<file path="src/rtl/rcg_regs.svh">
// Register offsets, field positions and reset values of the reference clock generator
// Operation
// - Enable bit turns whole generator on/off
// - Stop-in-idle halts generator during Idle mode
// - Output enable routes clock onto output pin
// - Run-in-sleep keeps output toggling in Sleep
// - Run-in-sleep ignored for system/bus clock sources
// - Fifteen-bit integer divider sets division ratio
// - Enabled: divider/source wait for switch request
// - Switch bit set by software, hardware clears
// - Request status bit shows active clock request
// - Four-bit source select picks clock source
// - Nine-bit trim in bits 31..23
// - Enabled: trim writes wait for switch request
// - Unimplemented bits ignore writes, read zero
`ifndef RCG_REGS_SVH
`define RCG_REGS_SVH

// ==========================================================
// Register map
`define RCG_CTL_OFS     8'h00
`define RCG_TRIM_OFS    8'h04
`define RCG_CTL_RESET   32'h00000000
`define RCG_TRIM_RESET  32'h00000000

// ==========================================================
// Control register fields
`define RCG_DIV_MSB     30
`define RCG_DIV_LSB     16
`define RCG_ON_BIT      15
`define RCG_STOP_IN_IDLE_BIT    13
`define RCG_OE_BIT      12
`define RCG_RUN_IN_SLEEP_BIT    11
`define RCG_DIVSW_BIT   9
`define RCG_ACTIVE_BIT  8
`define RCG_SEL_MSB     3
`define RCG_SEL_LSB     0
`define RCG_CTL_IMPL    32'h7FFFBB0F

// ==========================================================
// Trim register fields
`define RCG_TRIM_MSB    31
`define RCG_TRIM_LSB    23
`define RCG_TRIM_IMPL   32'hFF800000

`endif

</file>
<file path="src/rtl/rcg_pkg.sv">
// Types shared by the reference clock generator files
package rcg_pkg;

  // ==========================================================
  // Source select encodings
  typedef enum logic [3:0] {
    RCG_SRC_SYS    = 4'h0,
    RCG_SRC_PB     = 4'h1,
    RCG_SRC_POSC   = 4'h2,
    RCG_SRC_FRC    = 4'h3,
    RCG_SRC_LOW_POWER_RC_OSC   = 4'h4,
    RCG_SRC_SOSC   = 4'h5,
    RCG_SRC_USBPLL = 4'h6,
    RCG_SRC_SYSPLL = 4'h7,
    RCG_SRC_PIN    = 4'h8
  } rcg_src_e;

  // Divider switch handshake states
  typedef enum logic {
    RCG_SW_IDLE,
    RCG_SW_WAIT
  } rcg_sw_e;

  // Divider configuration travelling together
  typedef struct packed {
    logic [14:0] integer_divider;
    logic [8:0]  fractional_trim;
    logic [3:0]  source_select;
  } rcg_cfg_s;

  typedef logic [1:0] rcg_htrans_t;

endpackage

</file>
<file path="src/rtl/rcg_frac_div.sv">
// Fractional divider producing the reference clock from source ticks
`timescale 1ns/1ps
module rcg_frac_div (
  input  wire logic            core_clk_i,
  input  wire logic            srst_i,
  input  wire logic            run_i,
  input  wire logic            tick_i,
  input  wire logic            src_lvl_i,
  input  wire rcg_pkg::rcg_cfg_s cfg_i,
  output logic                 clk_o,
  output logic                 bound_o
);
  import rcg_pkg::*;

  logic [14:0] cnt;
  logic [8:0]  acc;
  logic        extra;
  logic        clk_q;
  logic        div_zero;
  logic        last;
  logic [15:0] half;

  // Half period is divider plus one extra tick on trim carry
  assign div_zero = (cfg_i.integer_divider == 15'h0000);
  assign half     = {1'b0, cfg_i.integer_divider} + {15'h0000, extra};
  assign last     = (({1'b0, cnt} + 16'h0001) == half);

  always_ff @(posedge core_clk_i) begin
    if (srst_i || !run_i) begin
      cnt   <= 15'h0000;
      acc   <= 9'h000;
      extra <= 1'b0;
      clk_q <= 1'b0;
    end else if (tick_i && !div_zero) begin
      if (last) begin
        cnt            <= 15'h0000;
        clk_q          <= ~clk_q;
        {extra, acc}   <= {1'b0, acc} + {1'b0, cfg_i.fractional_trim};
      end else begin
        cnt <= cnt + 15'h0001;
      end
    end
  end

  assign clk_o   = div_zero ? src_lvl_i : clk_q;
  // Safe points for a new setting: stopped or at a half-period edge
  assign bound_o = !run_i || (tick_i && (div_zero || last));
endmodule

</file>
<file path="src/rtl/rcg_core.sv">
// Reference clock generator with AHB-Lite register slave
//
// Decided for this implementation: register access over AHB-Lite and the placing of the registers.
`timescale 1ns/1ps
`include "rcg_regs.svh"
module rcg_core (
  input  wire logic               core_clk_i,
  input  wire logic               srst_i,
  // AHB-Lite slave
  input  wire logic               hsel_i,
  input  wire logic [31:0]        haddr_i,
  input  wire rcg_pkg::rcg_htrans_t htrans_i,
  input  wire logic               hwrite_i,
  input  wire logic [2:0]         hsize_i,
  input  wire logic [31:0]        hwdata_i,
  input  wire logic               hready_i,
  output logic                    hreadyout_o,
  output logic                    hresp_o,
  output logic [31:0]             hrdata_o,
  // Clock sources as synchronous levels, index is the source code
  input  wire logic [8:0]         src_clk_i,
  // Power mode indications
  input  wire logic               idle_mode_i,
  input  wire logic               sleep_mode_i,
  // Reference clock output pin
  output logic                    ref_clock_out_pin_o,
  output logic                    ref_clock_out_pin_oe_o,
  output logic                    request_active_o
);
  import rcg_pkg::*;

  // ==========================================================
  // Declarations
  logic        dp_wr;
  logic        dp_rd;
  logic [7:0]  dp_addr;
  logic        addr_take;
  logic        wr_ctl;
  logic        wr_trim;
  logic        ctl_on;
  logic        stop_in_idle;
  logic        ctl_oe;
  logic        run_in_sleep;
  logic        active;
  rcg_sw_e     sw_state;
  rcg_cfg_s    pend;
  rcg_cfg_s    next_pend;
  rcg_cfg_s    act;
  logic        next_run;
  logic        sel_valid;
  logic        src_lvl;
  logic        src_q;
  logic        tick;
  logic        gen_clk;
  logic        bound;
  logic        apply;
  logic        sw_req;
  logic [31:0] next_rdata;

  // ==========================================================
  // Bus slave
  // Accept a transfer in its address phase
  assign addr_take = hsel_i && htrans_i[1] && hready_i;

  // Data phase tracking
  always_ff @(posedge core_clk_i) begin
    if (srst_i) begin
      dp_wr   <= 1'b0;
      dp_rd   <= 1'b0;
      dp_addr <= 8'h00;
    end else if (hready_i) begin
      dp_wr   <= addr_take && hwrite_i;
      dp_rd   <= addr_take && !hwrite_i;
      dp_addr <= haddr_i[7:0];
    end
  end

  // Reads take one wait state so that a prior write is visible
  always_ff @(posedge core_clk_i) begin
    if (srst_i) begin
      hreadyout_o <= 1'b1;
    end else if (hready_i) begin
      hreadyout_o <= !(addr_take && !hwrite_i);
    end else begin
      hreadyout_o <= 1'b1;
    end
  end

  // Response is always OKAY
  always_ff @(posedge core_clk_i) begin
    hresp_o <= 1'b0;
  end

  // Writes land at the end of the data phase
  assign wr_ctl  = dp_wr && hready_i && (dp_addr == `RCG_CTL_OFS);
  assign wr_trim = dp_wr && hready_i && (dp_addr == `RCG_TRIM_OFS);

  always_comb begin
    next_rdata = 32'h00000000;
    if (dp_addr == `RCG_CTL_OFS) begin
      next_rdata = {1'b0, pend.integer_divider, ctl_on, 1'b0, stop_in_idle, ctl_oe,
                    run_in_sleep, 1'b0, (sw_state == RCG_SW_WAIT), active, 4'h0,
                    pend.source_select};
    end else if (dp_addr == `RCG_TRIM_OFS) begin
      next_rdata = {pend.fractional_trim, 23'h000000};
    end
  end

  // Read data loaded in the wait state; unmapped reads give zero
  always_ff @(posedge core_clk_i) begin
    if (srst_i) begin
      hrdata_o <= 32'h00000000;
    end else if (dp_rd && !hreadyout_o) begin
      hrdata_o <= next_rdata;
    end
  end

  // ==========================================================
  // Control flags
  // flags reset to zero
  always_ff @(posedge core_clk_i) begin
    if (srst_i) begin
      ctl_on       <= 1'b0;
      stop_in_idle <= 1'b0;
      ctl_oe       <= 1'b0;
      run_in_sleep <= 1'b0;
    end else if (wr_ctl) begin
      ctl_on       <= hwdata_i[`RCG_ON_BIT];
      stop_in_idle <= hwdata_i[`RCG_STOP_IN_IDLE_BIT];
      ctl_oe       <= hwdata_i[`RCG_OE_BIT];
      run_in_sleep <= hwdata_i[`RCG_RUN_IN_SLEEP_BIT];
    end
  end

  always_comb begin
    next_pend = pend;
    if (wr_ctl) begin
      next_pend.integer_divider = hwdata_i[`RCG_DIV_MSB:`RCG_DIV_LSB];
      next_pend.source_select   = hwdata_i[`RCG_SEL_MSB:`RCG_SEL_LSB];
    end
    if (wr_trim) begin
      next_pend.fractional_trim = hwdata_i[`RCG_TRIM_MSB:`RCG_TRIM_LSB];
    end
  end

  // Software view of divider, trim and source
  always_ff @(posedge core_clk_i) begin
    if (srst_i) begin
      pend <= '0;
    end else begin
      pend <= next_pend;
    end
  end

  // ==========================================================
  // Divider switch handshake
  // request only counts while enabled
  assign sw_req = wr_ctl && hwdata_i[`RCG_DIVSW_BIT] && ctl_on;
  assign apply  = (sw_state == RCG_SW_WAIT) && bound;

  // hardware clears once applied, new set wins
  always_ff @(posedge core_clk_i) begin
    if (srst_i) begin
      sw_state <= RCG_SW_IDLE;
    end else begin
      unique case (sw_state)
        RCG_SW_IDLE: begin
          if (sw_req) begin
            sw_state <= RCG_SW_WAIT;
          end
        end
        RCG_SW_WAIT: begin
          if (!ctl_on || (apply && !sw_req)) begin
            sw_state <= RCG_SW_IDLE;
          end
        end
      endcase
    end
  end

  // settings in use by the divider
  always_ff @(posedge core_clk_i) begin
    if (srst_i) begin
      act <= '0;
    end else if (!ctl_on) begin
      act <= next_pend;
    end else if (apply) begin
      act <= pend;
    end
  end

  // ==========================================================
  // Source selection and run control
  // pick the selected source level
  assign sel_valid = (act.source_select <= RCG_SRC_PIN);
  assign src_lvl   = sel_valid ? src_clk_i[act.source_select] : 1'b0;
  assign tick      = src_lvl && !src_q;

  // Previous source level for edge detection
  always_ff @(posedge core_clk_i) begin
    if (srst_i) begin
      src_q <= 1'b0;
    end else begin
      src_q <= src_lvl;
    end
  end

  always_comb begin
    next_run = ctl_on;
    if (idle_mode_i && stop_in_idle) begin
      next_run = 1'b0;
    end
    if (sleep_mode_i && !(run_in_sleep && (act.source_select > RCG_SRC_PB))) begin
      next_run = 1'b0;
    end
  end

  // request status follows the run condition
  always_ff @(posedge core_clk_i) begin
    if (srst_i) begin
      active <= 1'b0;
    end else begin
      active <= next_run;
    end
  end

  rcg_frac_div u_div (
    .core_clk_i (core_clk_i),
    .srst_i     (srst_i),
    .run_i      (active),
    .tick_i     (tick),
    .src_lvl_i  (src_lvl),
    .cfg_i      (act),
    .clk_o      (gen_clk),
    .bound_o    (bound)
  );

  // ==========================================================
  // Output pin
  // clock reaches pin only with output enable
  always_ff @(posedge core_clk_i) begin
    if (srst_i) begin
      ref_clock_out_pin_o    <= 1'b0;
      ref_clock_out_pin_oe_o <= 1'b0;
      request_active_o       <= 1'b0;
    end else begin
      ref_clock_out_pin_o    <= active && ctl_oe && gen_clk;
      ref_clock_out_pin_oe_o <= ctl_oe;
      request_active_o       <= next_run;
    end
  end
endmodule

</file>
<file path="config.mk">
export PLATFORM = sky130hd
export DESIGN_NAME = rcg_core
export DESIGN_NICKNAME = d
export VERILOG_FILES = /design/src/rtl/rcg_pkg.sv /design/src/rtl/rcg_frac_div.sv /design/src/rtl/rcg_core.sv
export VERILOG_INCLUDE_DIRS = /design/src /design/src/rtl
export SDC_FILE = /design/constraint.sdc
export NUM_CORES = 1
export LEC_CHECK = 0
export BUFFER_PORTS_ARGS = -buffer_cell sky130_fd_sc_hd__clkbuf_2
export CORE_UTILIZATION = 53
export DETAILED_ROUTE_END_ITERATION = 12
export GPL_ROUTABILITY_DRIVEN = 0
export GPL_TIMING_DRIVEN = 0
export PLACE_DENSITY = 0.74
export SLEW_MARGIN = 25
export SYNTH_ARGS = -nofsm -noshare
export SYNTH_HDL_FRONTEND = slang
export SYNTH_HIERARCHICAL = 1
export SYNTH_SLANG_ARGS = --single-unit
</file>
<file path="constraint.sdc">
create_clock -name core_clk_i -period 7.5 [get_ports core_clk_i]
set_input_delay 1.5 -clock core_clk_i [delete_from_list [all_inputs] [get_ports core_clk_i]]
set_output_delay 1.5 -clock core_clk_i [all_outputs]
set_load 0.02 [all_outputs]
</file>
==> qor.yml <==
status:
  run_status: "complete, no violations"
sta:
  setup_viol: 0
  final_min_period_over_clock_period_pct: 56.9
  final_hold_violations: 0
  final.setup_skew_ps: 9.66
  fmax_ghz: 0.234
  max_slew_margin_pct: 33.9
  timing.hold.ws_ps: 450
  slew_violations: 0
  fin_setup_tns_ps: 0
  timing_worst_slew_pin_value_ps: 990
  layout_min_cycle_time_ps: 4270
  setup_repair_after_global_routing_missed_its_margin: "no"
power:
  worst_ir_drop_vdd_mv: 0.176
  power.static_leakage_nw: 3.13
  cellPowerDensity_nw_per_um2: 204
  post-layout-total-power_mw: 1.69
logic_synthesis:
  synth.yosys.warnings: 6
  ys_seq_elements: 128
  synth_cell_type_count: 57
  ys.flop_type: "dfxtp_1"
  post_synth.cell_area_avg_um2: 8.54
  synth_async_sr_flop_share_pct: 0
  netlist_area_um2: 7040
  synthCells: 824
  yosysSeqAreaShare_pct: 36.4
  number_of_enable_type_register_cells_in_the_synthesized_netlist: 0
floorplanning:
  design.die.area_um2: 13700
  number_of_top_level_pins: 122
  die_x_um: 117
  start_util_pct: 55.1
  num_rows: 41
  core_region_area_um2: 12800
  chipHeight_um: 117
clocking:
  cts_htree_levels: 4
  tritoncts: "done"
  ctsLongestPathBuffers: 2
  cts_hold_repair.buffers: 0
  cts_root_buffer: "clkbuf_16"
  clkTransAtPathRegs_ps: 60
  cts_sinks: 128
  post-cts-setup-buffer-count: 0
  cts_resized: 0
  cts-buffers-inserted: 17
  clk_latency_ps: 430
min_path:
  holdCritPathClass: "flip-flop to flip-flop"
run:
  cap_viol_max_count: 0
cells_and_area:
  post_route_cells_drive_above_1_share_pct: 14.6
  seqCellArea_um2: 2560
  fill_cell_total_of_the_finished_layout: 1133
  footprint_of_the_multi_input_gates_um2: 4100
  diodes: 0
  finalNetCount: 1026
  layout-area-overhead-vs-synth_pct: 17.7
setup_path:
  cp_startpoint_kind: "flip-flop"
  arrival_ps: 4540
  path_max_fanout: 10
  critPathSlowestCell: "dfxtp_1"
  timing.setup.critical_path_class: "flip-flop to flip-flop"
  critical_path_required_ps: 7780
  crit_chain: "ha_1, nand3_1, nor2_1, xnor3_1, nor4_1, nand4_1, nor4_1, a21o_1, clkbuf_1, nand2_1, clkbuf_1, a211oi_1, a211oi_1"
  critPathMaxStageDelay_ps: 470
  cp_endpoint_kind: "flip-flop"
global_route:
  antenna_found_initial: 1
  grt_overflow_total: 0
  grt_first_pass_wirelength_um: 33700
  grt_use_total_pct: 32.4
  largest_net_degree_at_the_start_of_global_routing: 17
  first_global_vias: 6623
place:
  port_buffers: 78
  detailedPlacementHpwl_um: 15100
detailed_routing:
  met1Wirelength_um: 8830
  sum_of_routed_wire_length_over_all_layers_um: 20700
  drt_iter0_markers: 686
  routed.top_layer: "met4"
  avgViaCountPerCell: 6.14
  vias: 6818
  ant_nets: 0
  drt-pass1-iter-count: 5
  routed_wire_length_per_instance_um: 18.6
  wl_met3_um: 1530
  drc: 0
  dr_wl_met2_um: 9360
[metal layers]
metal / GRT usage [%] / vias up
li1: - / 3298
met1: 40.6 / 3113
met2: 52.6 / 333
met3: 5.97 / 74
met4: 18.2 / 0
met5: 0 / -
[where the power goes]
part           leakage (nW)  switching (mW)  internal (mW)  total, mW
logic                  1.81          0.0915         0.0349      0.126
registers              1.03         0.00374          0.685      0.688
clock network         0.293           0.317          0.555      0.872
total                  3.13           0.412           1.27       1.69
[area by class of cell]
cell class                 count  share of cell area (%)
tap                          172                    2.60
clock inverter                12                    2.27
multi-input combinational    607                    49.4
buffer                        85                    4.44
sequential                   128                    30.9
inverter                      10                   0.453
timing repair buffer          78                    4.71
clock buffer                  18                    5.18
[placed cells by master (no fill, tap or decap), types with 10 or more instances in the layout]
master,instances
a41oi_1,17
and2_1,15
a21oi_1,66
o31ai_1,37
xnor2_1,36
a311oi_1,11
nor3_1,20
clkbuf_1,62
nor2b_1,16
ha_1,13
clkbuf_16,17
nor4_1,10
mux2i_1,29
a211oi_1,45
and3_1,35
or4_1,11
clkbuf_2,78
nand3_1,13
xor2_1,15
inv_1,10
dfxtp_1,128
nand2_1,61
buf_2,12
nor2_1,27
nand4_1,64
[metrics by stage]
stage               worst slack, ps  utilization (%)  area (µm²)  instances
floorplan                      3810                -        7060        830
global placement               3150             60.0        7670       1080
detailed placement             3080             60.0        7670       1080
CTS                            3300             64.9        8290       1110
global route                   2970             64.9        8290       1110
finish                         3230             64.9        8290       1110
[cell families (layout without fill, tap and decap cells)]
family,after synthesis,in the layout,share of synthesized area [%]
AOI/OAI and AO/OA,203,203,19.7
xor gates and xnor gates,53,53,6.98
adders and majority gates,14,14,2.59
buffers and inverters,95,203,5.76
DFF,128,128,36.4
muxes,31,31,4.60
other,1,7,0.0533
and+or+nand+nor,299,299,23.9
[path summary, 6_finish.rpt]
path	from	depth (start not counted)	slack, ps	end
max	u_div/cnt[0]	13	3230	act[12]
min	hrdata_o[3]	2	450	hrdata_o[3]
max reg2reg	u_div/cnt[0]	13	3230	act[12]
min reg2reg	hrdata_o[3]	2	450	hrdata_o[3]
[synthesized netlist by cell type, types with 12 or more instances]
library cell    n  area share (%)
mux2i_1        29             4.1
nand3_1        13            0.92
nor2b_1        16             1.4
a211oi_1       45             4.8
ha_1           13             2.3
dfxtp_1       128              36
nand2_1        61             3.3
clkbuf_1       61             3.3
buf_2          12            0.85
a21oi_1        66             4.7
nand4_1        64             5.7
nor3_1         20             1.4
and2_1         15             1.3
xnor2_1        36             4.5
o31ai_1        37             3.9
xor2_1         15             1.9
and3_1         35             3.1
a41oi_1        17             2.1
nor2_1         27             1.4
[sequential cells by signal (all words and copies together), names as in the netlist]
register / cells
ctl_on: 1
pend: 28
ctl_oe: 1
hrdata_o: 26
stop_in_idle: 1
src_q: 1
ref_clock_out_pin_oe_o: 1
u_div/clk_q: 1
dp_addr: 8
request_active_o: 1
dp_rd: 1
u_div/cnt: 15
ref_clock_out_pin_o: 1
u_div/extra: 1
hreadyout_o: 1
u_div/acc: 9
run_in_sleep: 1
act: 28
dp_wr: 1
sw_state: 1
[worst max-delay path: cells and delay by family (launching register included)]
kind	cells	cell delay [ps]
adder cells (fa/ha/maj)	1	300
flip-flops	1	470
buffers and inverters	2	700
AND/OR/NAND/NOR	6	1630
AO/OA/AOI/OAI	3	700
XOR/XNOR	1	310
No activity file was read; power rests on OpenSTA's default activity.
